==> src/include/scp_cfg.svh <==
`ifndef SCP_CFG_SVH
`define SCP_CFG_SVH

// ----------------------------------------------------------------
// Register offsets
// ----------------------------------------------------------------
`define SCP_ADDR_W 4
`define SCP_OFF_SYSCTL0 4'h0
`define SCP_OFF_PLLCTL0 4'h4
`define SCP_OFF_PLLCTL1 4'h8
`define SCP_OFF_STATUS 4'hc

// ----------------------------------------------------------------
// Field positions and widths
// ----------------------------------------------------------------
`define SCP_K1_W 10
`define SCP_K2_W 4
`define SCP_PLL_INPUT_DIVIDER_W 4
`define SCP_PLL_FEEDBACK_MULTIPLIER_W 7
`define SCP_BIT_VCO_BYPASS 0
`define SCP_BIT_OSCINT 1
`define SCP_PLL_INPUT_DIVIDER_LSB 4
`define SCP_PLL_FEEDBACK_MULTIPLIER_LSB 8
`define SCP_K2_LSB 16

// ----------------------------------------------------------------
// Reset values
// ----------------------------------------------------------------
`define SCP_RST_SEL 2'h0
`define SCP_RST_VCO_BYPASS 1'h1
`define SCP_RST_OSCINT 1'h0
`define SCP_RST_K1 10'h000
`define SCP_RST_K2 4'h0
`define SCP_RST_PLL_INPUT_DIVIDER 4'h0
`define SCP_RST_PLL_FEEDBACK_MULTIPLIER 7'h00

// ----------------------------------------------------------------
// Sampled clock pin indices
// ----------------------------------------------------------------
`define SCP_NSRC 5
`define SCP_SRC_DIRECT 0
`define SCP_SRC_XTAL 1
`define SCP_SRC_INTOSC 2
`define SCP_SRC_WAKEUP 3
`define SCP_SRC_VCO 4

`endif

==> src/include/scp_pkg.sv <==
package scp_pkg;
  typedef enum logic [1:0] {
    SCP_SEL_WAKEUP = 2'h0,
    SCP_SEL_RSVD = 2'h1,
    SCP_SEL_PRESCALE = 2'h2,
    SCP_SEL_DIRECT = 2'h3
  } scp_sel_type;
endpackage

==> src/hw/scp_sysclk.sv <==
// Contract
// Select 11 passes direct clock input
// Direct drive keeps incoming duty cycle
// Select 10, bypass 1 uses oscillator
// Prescaler divides by divider field plus one
// Factor one passes oscillator unchanged
// Divider reaches factor 1024 at most
// Crystal bypass factor one equals direct
// Select 10, bypass 0 outputs PLL clock
// Select 00 passes wakeup clock
// Config changes only at period boundary
//
// Our own choices: the address-and-strobe port and the register addresses.
`include "scp_cfg.svh"

module scp_sysclk (
  input wire logic MCLK,
  input wire logic RESET_N,
  input wire logic DIRECT_CLOCK_INPUT,
  input wire logic CRYSTAL_INPUT,
  input wire logic INTERNAL_OSC_CLOCK,
  input wire logic WAKEUP_CLOCK,
  input wire logic VCO_CLOCK,
  input wire logic [`SCP_ADDR_W-1:0] ADDR,
  input wire logic [31:0] WRITE_DATA,
  input wire logic WRITE_STROBE,
  input wire logic READ_STROBE,
  output logic [31:0] READ_DATA,
  output logic SYS_CLOCK_OUT,
  output logic [`SCP_PLL_INPUT_DIVIDER_W-1:0] PLL_INPUT_DIVIDER,
  output logic [`SCP_PLL_FEEDBACK_MULTIPLIER_W-1:0] PLL_FEEDBACK_MULTIPLIER
);

  // ----------------------------------------------------------------
  // Reset release and pin sampling
  // ----------------------------------------------------------------
  logic rst_meta_ff, rst_sync_ff, rst_n;
  logic [`SCP_NSRC-1:0] pins, s1_ff, s2_ff, s3_ff;

  always_ff @(posedge MCLK or negedge RESET_N) begin
    if (!RESET_N) begin
      rst_meta_ff <= 1'b0;
      rst_sync_ff <= 1'b0;
    end else begin
      rst_meta_ff <= 1'b1;
      rst_sync_ff <= rst_meta_ff;
    end
  end

  assign rst_n = rst_sync_ff;

  assign pins = {VCO_CLOCK, WAKEUP_CLOCK, INTERNAL_OSC_CLOCK,
                 CRYSTAL_INPUT, DIRECT_CLOCK_INPUT};

  genvar gi;
  generate
    for (gi = 0; gi < `SCP_NSRC; gi = gi + 1) begin : g_sync
      always_ff @(posedge MCLK or negedge rst_n) begin
        if (!rst_n) begin
          s1_ff[gi] <= 1'b0;
          s2_ff[gi] <= 1'b0;
          s3_ff[gi] <= 1'b0;
        end else begin
          s1_ff[gi] <= pins[gi];
          s2_ff[gi] <= s1_ff[gi];
          s3_ff[gi] <= s2_ff[gi];
        end
      end
    end
  endgenerate

  // ----------------------------------------------------------------
  // Programmed configuration
  // ----------------------------------------------------------------
  scp_pkg::scp_sel_type sel_ff;
  logic byp_ff, oscint_ff;
  logic [`SCP_K1_W-1:0] k1_ff;
  logic [`SCP_K2_W-1:0] k2_ff;
  logic [`SCP_PLL_INPUT_DIVIDER_W-1:0] pll_input_divider_ff;
  logic [`SCP_PLL_FEEDBACK_MULTIPLIER_W-1:0] pll_feedback_multiplier_ff;

  always_ff @(posedge MCLK or negedge rst_n) begin
    if (!rst_n) begin
      sel_ff <= scp_pkg::scp_sel_type'(`SCP_RST_SEL);
      byp_ff <= `SCP_RST_VCO_BYPASS;
      oscint_ff <= `SCP_RST_OSCINT;
      k1_ff <= `SCP_RST_K1;
      k2_ff <= `SCP_RST_K2;
      pll_input_divider_ff <= `SCP_RST_PLL_INPUT_DIVIDER;
      pll_feedback_multiplier_ff <= `SCP_RST_PLL_FEEDBACK_MULTIPLIER;
    end else if (WRITE_STROBE) begin
      unique case (ADDR)
        `SCP_OFF_SYSCTL0: sel_ff <= scp_pkg::scp_sel_type'(WRITE_DATA[1:0]);
        `SCP_OFF_PLLCTL0: begin
          byp_ff <= WRITE_DATA[`SCP_BIT_VCO_BYPASS];
          oscint_ff <= WRITE_DATA[`SCP_BIT_OSCINT];
          pll_input_divider_ff <= WRITE_DATA[`SCP_PLL_INPUT_DIVIDER_LSB +: `SCP_PLL_INPUT_DIVIDER_W];
          pll_feedback_multiplier_ff <= WRITE_DATA[`SCP_PLL_FEEDBACK_MULTIPLIER_LSB +: `SCP_PLL_FEEDBACK_MULTIPLIER_W];
          k2_ff <= WRITE_DATA[`SCP_K2_LSB +: `SCP_K2_W];
        end
        `SCP_OFF_PLLCTL1: k1_ff <= WRITE_DATA[`SCP_K1_W-1:0];
        default: ;
      endcase
    end
  end

  // ----------------------------------------------------------------
  // Active configuration, source choice and divider
  // ----------------------------------------------------------------
  scp_pkg::scp_sel_type act_sel_ff;
  logic act_byp_ff, act_int_ff, out_ff;
  logic [`SCP_K1_W-1:0] act_k1_ff, cnt_ff, limit;
  logic [`SCP_K2_W-1:0] act_k2_ff;
  logic src_lvl, src_prev, pass, idle, tick, rise, boundary, load;
  logic cfg_diff;

  always_comb begin
    src_lvl = 1'b0;
    src_prev = 1'b0;
    limit = '0;
    idle = 1'b0;
    unique case (act_sel_ff)
      scp_pkg::SCP_SEL_DIRECT: begin
        src_lvl = s2_ff[`SCP_SRC_DIRECT];
        src_prev = s3_ff[`SCP_SRC_DIRECT];
      end
      scp_pkg::SCP_SEL_WAKEUP: begin
        src_lvl = s2_ff[`SCP_SRC_WAKEUP];
        src_prev = s3_ff[`SCP_SRC_WAKEUP];
      end
      scp_pkg::SCP_SEL_PRESCALE: begin
        if (act_byp_ff) begin
          // Oscillator through output prescaler
          src_lvl = act_int_ff ? s2_ff[`SCP_SRC_INTOSC]
                               : s2_ff[`SCP_SRC_XTAL];
          src_prev = act_int_ff ? s3_ff[`SCP_SRC_INTOSC]
                                : s3_ff[`SCP_SRC_XTAL];
          limit = act_k1_ff;
        end else begin
          // Analogue loop does N/P; only K2 is digital
          src_lvl = s2_ff[`SCP_SRC_VCO];
          src_prev = s3_ff[`SCP_SRC_VCO];
          limit = {{(`SCP_K1_W-`SCP_K2_W){1'b0}}, act_k2_ff};
        end
      end
      scp_pkg::SCP_SEL_RSVD: idle = 1'b1;
    endcase
  end

  // Edge counting: limit+1 half periods per output phase
  assign pass = (limit == '0);
  assign tick = (src_lvl != src_prev);
  assign rise = pass ? (tick & src_lvl)
                     : (tick & (cnt_ff == limit) & ~out_ff);
  assign boundary = ~out_ff & (rise | idle);
  assign cfg_diff = (sel_ff != act_sel_ff) || (byp_ff != act_byp_ff) ||
                    (oscint_ff != act_int_ff) || (k1_ff != act_k1_ff) ||
                    (k2_ff != act_k2_ff);
  // Swap at a rising boundary; the rise is skipped so nothing is cut short
  assign load = boundary & cfg_diff;

  always_ff @(posedge MCLK or negedge rst_n) begin
    if (!rst_n) begin
      act_sel_ff <= scp_pkg::scp_sel_type'(`SCP_RST_SEL);
      act_byp_ff <= `SCP_RST_VCO_BYPASS;
      act_int_ff <= `SCP_RST_OSCINT;
      act_k1_ff <= `SCP_RST_K1;
      act_k2_ff <= `SCP_RST_K2;
    end else if (load) begin
      act_sel_ff <= sel_ff;
      act_byp_ff <= byp_ff;
      act_int_ff <= oscint_ff;
      act_k1_ff <= k1_ff;
      act_k2_ff <= k2_ff;
    end
  end

  always_ff @(posedge MCLK or negedge rst_n) begin
    if (!rst_n) begin
      out_ff <= 1'b0;
      cnt_ff <= '0;
    end else if (load) begin
      out_ff <= 1'b0;
      cnt_ff <= '0;
    end else if (pass) begin
      // Edges copied one for one, so duty follows the source
      if (tick) out_ff <= src_lvl;
      cnt_ff <= '0;
    end else if (tick) begin
      if (cnt_ff == limit) begin
        out_ff <= ~out_ff;
        cnt_ff <= '0;
      end else begin
        cnt_ff <= cnt_ff + 1'b1;
      end
    end
  end

  // ----------------------------------------------------------------
  // Register read port
  // ----------------------------------------------------------------
  logic [31:0] rdata_ff, nxt_rdata;

  always_comb begin
    nxt_rdata = '0;
    if (READ_STROBE) begin
      unique case (ADDR)
        `SCP_OFF_SYSCTL0: nxt_rdata[1:0] = sel_ff;
        `SCP_OFF_PLLCTL0: begin
          nxt_rdata[`SCP_BIT_VCO_BYPASS] = byp_ff;
          nxt_rdata[`SCP_BIT_OSCINT] = oscint_ff;
          nxt_rdata[`SCP_PLL_INPUT_DIVIDER_LSB +: `SCP_PLL_INPUT_DIVIDER_W] = pll_input_divider_ff;
          nxt_rdata[`SCP_PLL_FEEDBACK_MULTIPLIER_LSB +: `SCP_PLL_FEEDBACK_MULTIPLIER_W] = pll_feedback_multiplier_ff;
          nxt_rdata[`SCP_K2_LSB +: `SCP_K2_W] = k2_ff;
        end
        `SCP_OFF_PLLCTL1: nxt_rdata[`SCP_K1_W-1:0] = k1_ff;
        `SCP_OFF_STATUS: nxt_rdata[4:0] = {cfg_diff, out_ff,
                                           act_byp_ff, act_sel_ff};
        default: nxt_rdata = '0;
      endcase
    end
  end

  always_ff @(posedge MCLK or negedge rst_n) begin
    if (!rst_n) begin
      rdata_ff <= '0;
    end else begin
      rdata_ff <= nxt_rdata;
    end
  end

  assign READ_DATA = rdata_ff;
  assign SYS_CLOCK_OUT = out_ff;
  assign PLL_INPUT_DIVIDER = pll_input_divider_ff;
  assign PLL_FEEDBACK_MULTIPLIER = pll_feedback_multiplier_ff;
endmodule

==> config.mk <==
export PLATFORM = sky130hd
export DESIGN_NAME = scp_sysclk
export DESIGN_NICKNAME = d
export VERILOG_FILES = /design/src/include/scp_pkg.sv /design/src/hw/scp_sysclk.sv
export VERILOG_INCLUDE_DIRS = /design/src /design/src/include
export SDC_FILE = /design/constraint.sdc
export NUM_CORES = 1
export LEC_CHECK = 0
export ABC_AREA = 1
export BUFFER_PORTS_ARGS = -buffer_cell sky130_fd_sc_hd__buf_2
export CELL_PAD_IN_SITES_DETAIL_PLACEMENT = 0
export CELL_PAD_IN_SITES_GLOBAL_PLACEMENT = 1
export CORE_ASPECT_RATIO = 1.2
export CORE_MARGIN = 2
export CORE_UTILIZATION = 41
export DETAILED_ROUTE_END_ITERATION = 8
export PLACE_DENSITY = 0.83
export SYNTH_ARGS = -nofsm -noshare
export SYNTH_HDL_FRONTEND = slang
export SYNTH_SLANG_ARGS = --single-unit
export TNS_END_PERCENT = 30
==> constraint.sdc <==
create_clock -name MCLK -period 4 [get_ports MCLK]
set_clock_uncertainty 0.2 [all_clocks]
set_input_delay 0.2 -clock MCLK [delete_from_list [all_inputs] [get_ports MCLK]]
set_output_delay 0.2 -clock MCLK [all_outputs]
set_load 0.02 [all_outputs]
==> results of run 1 <==
-- repair_timing --
| item | in CTS | in global routing |
|---|---|---|
| hold buffers | 27 | 0 |
| setup buffers | 0 | 0 |
| hold endpoints to repair | 36 | 0 |
-- cells in the final DEF, fill, tap and decap left out, types with 2 or more instances in the layout --
cell and n:
sky130_fd_sc_hd__inv_6 3, sky130_fd_sc_hd__dfrtp_1 91, sky130_fd_sc_hd__buf_2 62, sky130_fd_sc_hd__xor2_1 7
sky130_fd_sc_hd__nand2_1 160, sky130_fd_sc_hd__a221oi_1 2, sky130_fd_sc_hd__a21oi_1 19, sky130_fd_sc_hd__or2_2 4
sky130_fd_sc_hd__xnor2_1 9, sky130_fd_sc_hd__ha_1 2, sky130_fd_sc_hd__dfstp_2 2, sky130_fd_sc_hd__clkbuf_8 2
sky130_fd_sc_hd__nor3_1 4, sky130_fd_sc_hd__inv_2 4, sky130_fd_sc_hd__nor2_1 42, sky130_fd_sc_hd__nand2_4 2
sky130_fd_sc_hd__nand4_1 7, sky130_fd_sc_hd__nand3_1 41, sky130_fd_sc_hd__mux2_2 2, sky130_fd_sc_hd__inv_1 48
sky130_fd_sc_hd__nor2_2 3, sky130_fd_sc_hd__o22ai_1 2, sky130_fd_sc_hd__dlygate4sd3_1 27, sky130_fd_sc_hd__clkbuf_16 9
sky130_fd_sc_hd__o21ai_0 31, sky130_fd_sc_hd__a22oi_1 3, sky130_fd_sc_hd__conb_1 14
-- worst register-to-register path, cell delays in order, from the launching register on --
cell                       delay, ns
sky130_fd_sc_hd__dfstp_2        0.71
sky130_fd_sc_hd__inv_1          0.19
sky130_fd_sc_hd__nor2_1         0.12
sky130_fd_sc_hd__o21ai_0        0.10
sky130_fd_sc_hd__a21oi_1        0.13
sky130_fd_sc_hd__a311oi_1       0.06
sky130_fd_sc_hd__ha_1           0.31
sky130_fd_sc_hd__nor2_1         0.13
sky130_fd_sc_hd__nand3_2        0.09
sky130_fd_sc_hd__nand2_4        0.21
sky130_fd_sc_hd__nand2_4        0.20
sky130_fd_sc_hd__nand2_1        0.13
sky130_fd_sc_hd__nand2_1        0.05
-- power breakdown --
group	switching [mW]	internal [mW]
Combinational	0.681	0.346
Sequential	0.193	1.12
Clock	0.367	0.461
-- through the flow --
stage	instance area, um2	utilization (%)	std cells	hold WS, ns	total power, mW
finish	5311	50.51	744	0.02143	3.168
global route	5311	50.51	744	0.03254	3.411
CTS	5311	50.51	744	0.005239	3.200
detailed placement	4750	45.16	701	-0.2122	2.346
global placement	4750	45.16	701	-0.2141	2.328
floorplan	4449	-	535	-0.2956	2.132
-- layer usage --
layer  wire, um  global-route usage, %  vias up
li1           -                      -     1817
met1       4373                  23.03     1692
met2       4648                  28.49       68
met3        295                  3.800       18
met4        183                  5.223        0
met5          0                      0        -
-- cells by family after synthesis --
logic type	synth area share, %
muxes	0.5113
adders and majority gates	0.5681
and+or+nand+nor	26.05
xor gates and xnor gates	3.182
AOI/OAI and AO/OA	7.387
buffers and inverters	8.664
other	0.1705
DFF	53.47
-- layout make-up --
type                       instances  area, um2
clock buffer                      11      252.7
clock inverter                     5      38.79
tap                              129      161.4
sequential                        94       2359
fill                             988       5205
multi-input combinational        362       1713
inverter                          53      198.9
timing repair buffer              90      588.1
-- registers in the layout (all words and copies together) (netlist names), 2 cells and up --
register	cells
act_sel_ff	2
s2_ff	5
PLL_FEEDBACK_MULTIPLIER	7
cnt_ff	10
s3_ff	5
act_k2_ff	4
k2_ff	4
k1_ff	10
act_k1_ff	10
sel_ff	2
s1_ff	5
PLL_INPUT_DIVIDER	4
READ_DATA	19
-- worst paths after layout --
path                         startpoint            end  slack, ns  cells after the start
max reg2reg                  act_byp_ff  SYS_CLOCK_OUT       1.25                     12
min reg2reg                    s1_ff[3]       s2_ff[3]       0.15                      0
min in group asynchronous         rst_n   READ_DATA[1]       0.27                      0
max                          act_byp_ff  SYS_CLOCK_OUT       1.25                     12
min                        WRITE_STROBE      sel_ff[0]       0.02                      3
max in group asynchronous         rst_n     act_byp_ff       2.44                      1
==> flow_summary.json, run 1 <==
{
  "initial_cell_density_of_the_core_pct": 41.88,
  "slowest_stage": "sky130_fd_sc_hd__dfstp_2",
  "top_level_ports": 89,
  "area_growth_syn_to_layout_pct": 20.60,
  "num_vias": 3595,
  "power.ir.vdd_worst_mv": 0.2840,
  "timing.critical_path.cells": "inv_1 > nor2_1 > o21ai_0 > a21oi_1 > a311oi_1 > ha_1 > nor2_1 > nand3_2 > nand2_4 > nand2_4 > nand2_1 > nand2_1",
  "route.detailed.vias_per_inst": 4.832,
  "synthArstFlopShare_pct": 100.0,
  "required_time_of_the_critical_path_ns": 4.03,
  "drc": 0,
  "numCtsBuffers": 9,
  "worst_slew_margin_rel_pct": 31.22,
  "grt_start_max_net_pins": 70,
  "ys.flop_type": "sky130_fd_sc_hd__dfrtp_1",
  "nNetsFinal": 657,
  "peak_per_stage_delay_on_the_critical_path_ns": 0.71,
  "cts.path.max_buffers": 2,
  "achievable-frequency_mhz": 363.4,
  "fp.dieArea_um2": 11590,
  "core-area_um2": 10520,
  "maxCapViolations": 0,
  "finalWorstSetupSlack_ns": 1.248,
  "worst-setup-path-type": "register to register",
  "timing.final.setup_violations": 0,
  "dp_wirelength_um": 6629,
  "timing_max_transition_violations_final": 0,
  "diodes": 0,
  "synth_cells": 523,
  "synth.cell_area_um2": 4404,
  "synth_enable_flop_cells": 0,
  "place_ws_ns": 1.249,
  "ant_nets": 0,
  "grt.total_usage_pct": 17.34,
  "layout-drive-gt1-share_pct": 16.42,
  "yosys.cell_types.count": 35,
  "yosys.area.top_type_share_pct": 52.27,
  "die-width_um": 98.62,
  "post-synth-top-count-cell": "sky130_fd_sc_hd__nand2_1",
  "run_status": "finished, final reports clean",
  "synth_top_cells_by_area": "sky130_fd_sc_hd__dfrtp_1 52%, sky130_fd_sc_hd__nand2_1 14%, sky130_fd_sc_hd__nand3_1 4.7%",
  "die_height_um": 117.5,
  "drt-pass1-iter-count": 4,
  "worstMarginPinSlew_ns": 1.029,
  "power.leakage_nw": 2.766,
  "portBuffers": 62,
  "cts.repair.resized": 0,
  "grt_first_pass_wirelength_um": 16370,
  "antenna_found_initial": 0,
  "tritoncts_num_sinks": 94,
  "setup-tns-final_ns": 0,
  "wirelength_um": 9500,
  "drt-wirelength-per-cell_um": 12.77,
  "ys_seq_elements": 94,
  "clockRootBuffer": "sky130_fd_sc_hd__clkbuf_16",
  "clock_insertion_delay_worst_skew_ns": 0.34,
  "finalCritPeriodShare_pct": 68.80,
  "post_synth.cell_area_avg_um2": 8.421,
  "period_minus_slack_ns": 2.752,
  "worst_min_delay_path_class": "input pin to register",
  "cts_htree_levels": 3,
  "synth_seq_area_share_pct": 53.47,
  "arrival_worst_endpoint_ns": 2.78,
  "rsz0062_at_grt": "no",
  "placementRows": 41,
  "grt_overflow": 0,
  "drt_iter0_drc": 187,
  "tritoncts_clock_tree": "yes",
  "power.density_cell_area_nw_per_um2": 596.5,
  "synth_area_leader_cell": "sky130_fd_sc_hd__dfrtp_1",
  "path_clk_slew_ns": 0.07,
  "worstPathBufferInverterCount": 1,
  "ys_top_cells_by_count": "160 x sky130_fd_sc_hd__nand2_1, 92 x sky130_fd_sc_hd__dfrtp_1, 48 x sky130_fd_sc_hd__inv_1",
  "final-hold-violation-count": 0,
  "worstSetupStartpointType": "register",
  "cpLargestDelayFamily": "simple AND/OR/NAND/NOR gates",
  "timing.critical_path.to_type": "register",
  "globalplace.congestion": 0.8436,
  "first_global_vias": 3497,
  "crit_path_max_fo": 19,
  "synth.yosys.warnings": 0
}
Power figures use the tool's default switching activity.
==> run 2, diff against run 1 <==
Settings changed: CORE_UTILIZATION 41 to 37, PLACE_DENSITY 0.83 to 0.79.
Clock period 4 ns to 2.5 ns, I/O delays scaled along.
==> run 2 against run 1 <==
Effect of this change:
- core utilization is 3.0 points lower
- combinational power is 86% higher
- first-iteration DRC count is 26% lower
- sequential share of layout area is 1.5 points lower
- global-route usage is 1.1 points lower
- sequential cell count stayed put
- maximum frequency is 19% higher
- non-clock buffer count is 11 higher
- clock power is 73% higher
- setup slack worse by 1.1 ns
- final area is 3.5% higher
- clock-buffer cell count is 2 lower
- critical path type unchanged
- largest cell class unchanged
- largest power group unchanged
- highest routed layer unchanged
==> flow_summary.json, run 2 (synthesized netlist as in run 1, its figures left out) <==
{
  "power.density_cell_area_nw_per_um2": 983.9,
  "grt.total_usage_pct": 16.27,
  "power.ir.vdd_worst_mv": 0.5580,
  "worst_slew_margin_rel_pct": 63.90,
  "dp_cells": 737,
  "die_height_um": 123.5,
  "nNetsFinal": 668,
  "drc": 0,
  "cp-endpoint": "act_k1_ff[4]",
  "grt_start_max_net_pins": 67,
  "timing_max_transition_violations_final": 0,
  "tritoncts_clock_tree": "yes",
  "total_power_mw": 5.407,
  "commonest_non_fill_non_tap_cell_in_the_layout": "sky130_fd_sc_hd__nand2_1",
  "required_time_of_the_critical_path_ns": 2.58,
  "diodes": 0,
  "setup-tns-final_ns": 0,
  "reg2reg_from": "act_int_ff",
  "run_status": "finished, final reports clean",
  "achievable-frequency_mhz": 432.2,
  "drt-wirelength-per-cell_um": 12.67,
  "numCtsBuffers": 9,
  "period_minus_slack_ns": 2.314,
  "worstMarginPinSlew_ns": 0.5402,
  "core-area_um2": 11570,
  "drt-pass1-iter-count": 4,
  "worstSetupStartpointType": "register",
  "worst_min_delay_path_class": "input pin to register",
  "timing.critical_path.to_type": "register",
  "clock_insertion_delay_worst_skew_ns": 0.34,
  "crit_path_max_fo": 8,
  "top_level_ports": 89,
  "ant_nets": 0,
  "cp-startpoint": "act_int_ff",
  "worst_hold_slack_ns": 0.03337,
  "antenna_found_initial": 0,
  "highest_count_cells_in_the_layout_ignoring_fill_and_taps": "160 x sky130_fd_sc_hd__nand2_1, 90 x sky130_fd_sc_hd__dfrtp_1, 62 x sky130_fd_sc_hd__buf_2, 47 x sky130_fd_sc_hd__inv_1",
  "regToRegEndpoint": "act_k1_ff[4]",
  "filler_cell_count": 1112,
  "cts_htree_levels": 3,
  "rsz0062_at_grt": "yes",
  "largest_register_ffs": 19,
  "cts.path.max_buffers": 2,
  "die-width_um": 103.6,
  "worst-setup-path-type": "register to register",
  "first_global_vias": 3500,
  "grt_overflow": 0,
  "timing.final.setup_violations": 0,
  "sequential_cell_area_um2": 2360,
  "num_vias": 3587,
  "route.detailed.vias_per_inst": 4.581,
  "finalCritPeriodShare_pct": 92.55,
  "multi_input_area_um2": 1734,
  "area_growth_syn_to_layout_pct": 24.77,
  "drt_iter0_drc": 139,
  "initial_cell_density_of_the_core_pct": 38.07,
  "placed_area_um2": 4857,
  "rr_worst_depth": 11,
  "grt_first_pass_wirelength_um": 16610,
  "dp_wirelength_um": 7033,
  "maxCapViolations": 0,
  "power.leakage_nw": 2.843,
  "wirelength_um": 9917,
  "design_area_um2": 5495,
  "tritoncts_num_sinks": 94,
  "path_clk_slew_ns": 0.07,
  "final-hold-violation-count": 0,
  "regToRegSetupSlack_ns": 0.19,
  "portBuffers": 62,
  "layout-drive-gt1-share_pct": 18.05,
  "finalNonFillerCells": 783,
  "clockRootBuffer": "sky130_fd_sc_hd__clkbuf_16",
  "placementRows": 43,
  "arrival_worst_endpoint_ns": 2.40,
  "fp.dieArea_um2": 12800,
  "globalplace.congestion": 0.8364
}
run 2: changes by cell type in the layout (fill, tap and decap cells not counted), moves of 2 or more:
cell,previous run,this run
sky130_fd_sc_hd__buf_4,1,8
sky130_fd_sc_hd__inv_8,0,3
sky130_fd_sc_hd__clkbuf_8,2,0
sky130_fd_sc_hd__dlygate4sd3_1,27,29
sky130_fd_sc_hd__inv_6,3,1
run 2: where the power goes:
| group | internal (mW) | total (mW) | switching (mW) |
|---|---|---|---|
| logic | 0.692 | 1.92 | 1.23 |
| registers | 1.79 | 2.06 | 0.263 |
| clock network | 0.800 | 1.43 | 0.632 |
run 2: per-layer routing:
metal | global-route usage [%] | wire length, um | part of all wire, % | vias up
met5 | 0 | 0 | 0 | -
met4 | 5.743 | 140 | 1.4 | 0
met3 | 3.163 | 375 | 3.8 | 9
met2 | 28.10 | 5068 | 51 | 71
met1 | 20.61 | 4333 | 44 | 1680
li1 | - | - | - | 1827
run 2: metrics by stage:
stage / utilization (%) / worst slack [ns]
6_report: 47.51 / 0.1863
3_3_place_gp: 41.99 / 0.1533
5_1_grt: 47.51 / -0.006840
3_5_place_dp: 41.99 / 0.1061
2_1_floorplan: - / 0.2745
4_1_cts: 47.19 / 0.09440
run 2: area by class of cell:
type | instances | share of cell area, %
repair buffers | 101 | 12.59
clock inverters | 7 | 1.571
inverters | 53 | 3.666
multi-input cells | 362 | 31.56
clock buffers | 9 | 4.098
well taps | 157 | 3.575
flip-flops and latches | 94 | 42.94
run 2: what timing repair did:
action / in CTS / in global routing
hold buffers: 29 / 0
resized for setup: 0 / 8
endpoints found under the setup margin: 0 / 27
buffers inserted: 0 / 1
hold endpoints to repair: 41 / 0
run 2: critical path: stages (launching register included):
cell                       delay [ns]
sky130_fd_sc_hd__dfrtp_1         0.44
sky130_fd_sc_hd__inv_1           0.08
sky130_fd_sc_hd__o21ai_0         0.17
sky130_fd_sc_hd__a21oi_1         0.09
sky130_fd_sc_hd__a311oi_1        0.25
sky130_fd_sc_hd__ha_1            0.30
sky130_fd_sc_hd__nor2_1          0.15
sky130_fd_sc_hd__nand3_2         0.11
sky130_fd_sc_hd__nand2_4         0.13
sky130_fd_sc_hd__buf_4           0.17
sky130_fd_sc_hd__nand3_1         0.08
sky130_fd_sc_hd__nand2_1         0.08
run 2: worst min path at each step:
stage | to | cells past startpoint | startpoint
global route | k1_ff[4] | 0 | rst_n
floorplan | rst_meta_ff | 0 | RESET_N
CTS | sel_ff[1] | 4 | ADDR[3]
global placement | rst_meta_ff | 1 | RESET_N
detailed placement | rst_meta_ff | 1 | RESET_N
finish | sel_ff[1] | 4 | ADDR[3]
==> run 3, diff against run 2 <==
Settings changed: CTS_CLUSTER_DIAMETER set to 40, MAX_ROUTING_LAYER set to met4.
==> run 3 against run 2 <==
Effect of this change:
- critical endpoint unchanged
- non-clock buffer count unchanged
- final area unchanged
- highest routed layer unchanged
- register-to-register slack is essentially flat
- die area did not move
==> flow_summary.json, run 3 (synthesized netlist as in run 1, its figures left out) <==
{
  "diodes": 0,
  "tritoncts_num_sinks": 94,
  "required_time_of_the_critical_path_ns": 2.58,
  "wirelength_um": 9921,
  "power.ir.vdd_worst_mv": 0.5506,
  "globalplace.congestion": 0.8493,
  "achievable-frequency_mhz": 433.1,
  "clock_insertion_delay_worst_skew_ns": 0.34,
  "dp_cells": 737,
  "crit_path_max_fo": 8,
  "worst-setup-path-type": "register to register",
  "initial_cell_density_of_the_core_pct": 38.07,
  "largest_register_ffs": 19,
  "portBuffers": 62,
  "placed_area_um2": 4857,
  "highest_count_cells_in_the_layout_ignoring_fill_and_taps": "160 x sky130_fd_sc_hd__nand2_1, 90 x sky130_fd_sc_hd__dfrtp_1, 62 x sky130_fd_sc_hd__buf_2, 47 x sky130_fd_sc_hd__inv_1",
  "numCtsBuffers": 9,
  "finalNonFillerCells": 783,
  "final-hold-violation-count": 0,
  "worst_slew_margin_rel_pct": 63.71,
  "timing.critical_path.to_type": "register",
  "design_area_um2": 5495,
  "clockRootBuffer": "sky130_fd_sc_hd__clkbuf_16",
  "swShare_pct": 39.18,
  "worst_min_delay_path_class": "input pin to register",
  "drt-wirelength-per-cell_um": 12.67,
  "worstSetupStartpointType": "register",
  "drc": 0,
  "p_int_mw": 3.285,
  "grt_start_max_net_pins": 67,
  "grt_first_pass_wirelength_um": 16570,
  "share_comb_of_total_power_pct": 35.5,
  "route.detailed.vias_per_inst": 4.593,
  "nNetsFinal": 668,
  "path_clk_slew_ns": 0.07,
  "fp.dieArea_um2": 12800,
  "period_minus_slack_ns": 2.309,
  "layout-drive-gt1-share_pct": 18.05,
  "finalWorstSetupSlack_ns": 0.1911,
  "worstMarginPinSlew_ns": 0.5430,
  "arrival_worst_endpoint_ns": 2.39,
  "power.share.clock_pct": 26.4,
  "finalCritPeriodShare_pct": 92.35,
  "core-area_um2": 11570,
  "die-width_um": 103.6,
  "commonest_non_fill_non_tap_cell_in_the_layout": "sky130_fd_sc_hd__nand2_1",
  "antenna_found_initial": 0,
  "placementRows": 43,
  "num_vias": 3596,
  "die_height_um": 123.5,
  "grt_overflow": 0,
  "first_global_vias": 3498,
  "place_ws_ns": 0.1061,
  "relative_contribution_of_sequential_cells_to_total_power_pct": 38.0,
  "filler_cell_count": 1112,
  "power.density_cell_area_nw_per_um2": 982.9,
  "timing.final.setup_violations": 0,
  "timing_max_transition_violations_final": 0,
  "drt_iter0_drc": 145,
  "rsz0062_at_grt": "yes",
  "power.leakage_nw": 2.843,
  "grt.total_usage_pct": 16.72,
  "netSwitchingPower_mw": 2.116,
  "area_growth_syn_to_layout_pct": 24.77,
  "dp_wirelength_um": 7033,
  "ant_nets": 0,
  "top_level_ports": 89,
  "cts_htree_levels": 3,
  "run_status": "finished, final reports clean",
  "tritoncts_clock_tree": "yes",
  "drt-pass1-iter-count": 4,
  "cts.path.max_buffers": 2,
  "maxCapViolations": 0
}
[run 3: worst paths after layout]
check                      cells after the start           end  slack (ns)        from
max                                           11  act_k1_ff[4]        0.19  act_int_ff
min                                            4     sel_ff[1]        0.04     ADDR[3]
max reg2reg                                   11  act_k1_ff[4]        0.19  act_int_ff
min reg2reg                                    0      k1_ff[8]        0.05       rst_n
max in group asynchronous                      1    act_byp_ff        1.35       rst_n
min in group asynchronous                      0      k1_ff[8]        0.05       rst_n
[run 3: area by class of cell]
cell class,instances,area [um2],share of cell area [%]
Tap cell,157,196.4,3.575
Sequential cell,94,2360,42.94
Inverter,53,201.4,3.666
Clock inverter,7,86.33,1.571
Multi-Input combinational cell,362,1734,31.56
Timing Repair Buffer,101,691.9,12.59
Clock buffer,9,225.2,4.098
[run 3: power groups by stage]
stage	Combinational (mW)	Sequential (mW)	Clock, mW
after CTS	1.83	2.05	1.46
after global routing	2.19	2.10	1.53
after floorplan	1.33	2.08	0
after detailed placement	1.79	2.08	0
after global placement	1.75	2.07	0
final	1.92	2.05	1.43
[run 3: what timing repair did]
item	in CTS	in global routing
buffers inserted	0	1
setup endpoints to repair	0	27
hold endpoints to repair	41	0
resized for setup	0	8
hold buffers	29	0
[run 3: worst max-delay path: stages (launching register included)]
cell                       delay, ns
sky130_fd_sc_hd__dfrtp_1        0.44
sky130_fd_sc_hd__inv_1          0.08
sky130_fd_sc_hd__o21ai_0        0.17
sky130_fd_sc_hd__a21oi_1        0.09
sky130_fd_sc_hd__a311oi_1       0.25
sky130_fd_sc_hd__ha_1           0.30
sky130_fd_sc_hd__nor2_1         0.15
sky130_fd_sc_hd__nand3_2        0.11
sky130_fd_sc_hd__nand2_4        0.13
sky130_fd_sc_hd__buf_4          0.17
sky130_fd_sc_hd__nand3_1        0.08
sky130_fd_sc_hd__nand2_1        0.08
[run 3: through the flow]
step	hold slack (ns)	setup TNS, ns	power [mW]	utilization, %
finish	0.03645	0	5.401	47.51
global route	0.08311	-0.007139	5.814	47.51
CTS	0.02682	0	5.340	47.19
detailed placement	-0.2857	0	3.866	41.99
global placement	-0.2883	0	3.819	41.99
floorplan	-0.3706	0	3.412	-
[run 3: routing by layer]
metal | up-vias | GRT usage [%] | share of wire, %
met3 | 4 | 3.110 | 4.5
met5 | - | - | 0
met4 | 0 | 5.743 | 0.64
li1 | 1829 | - | -
met1 | 1677 | 20.58 | 44
met2 | 86 | 28.06 | 51
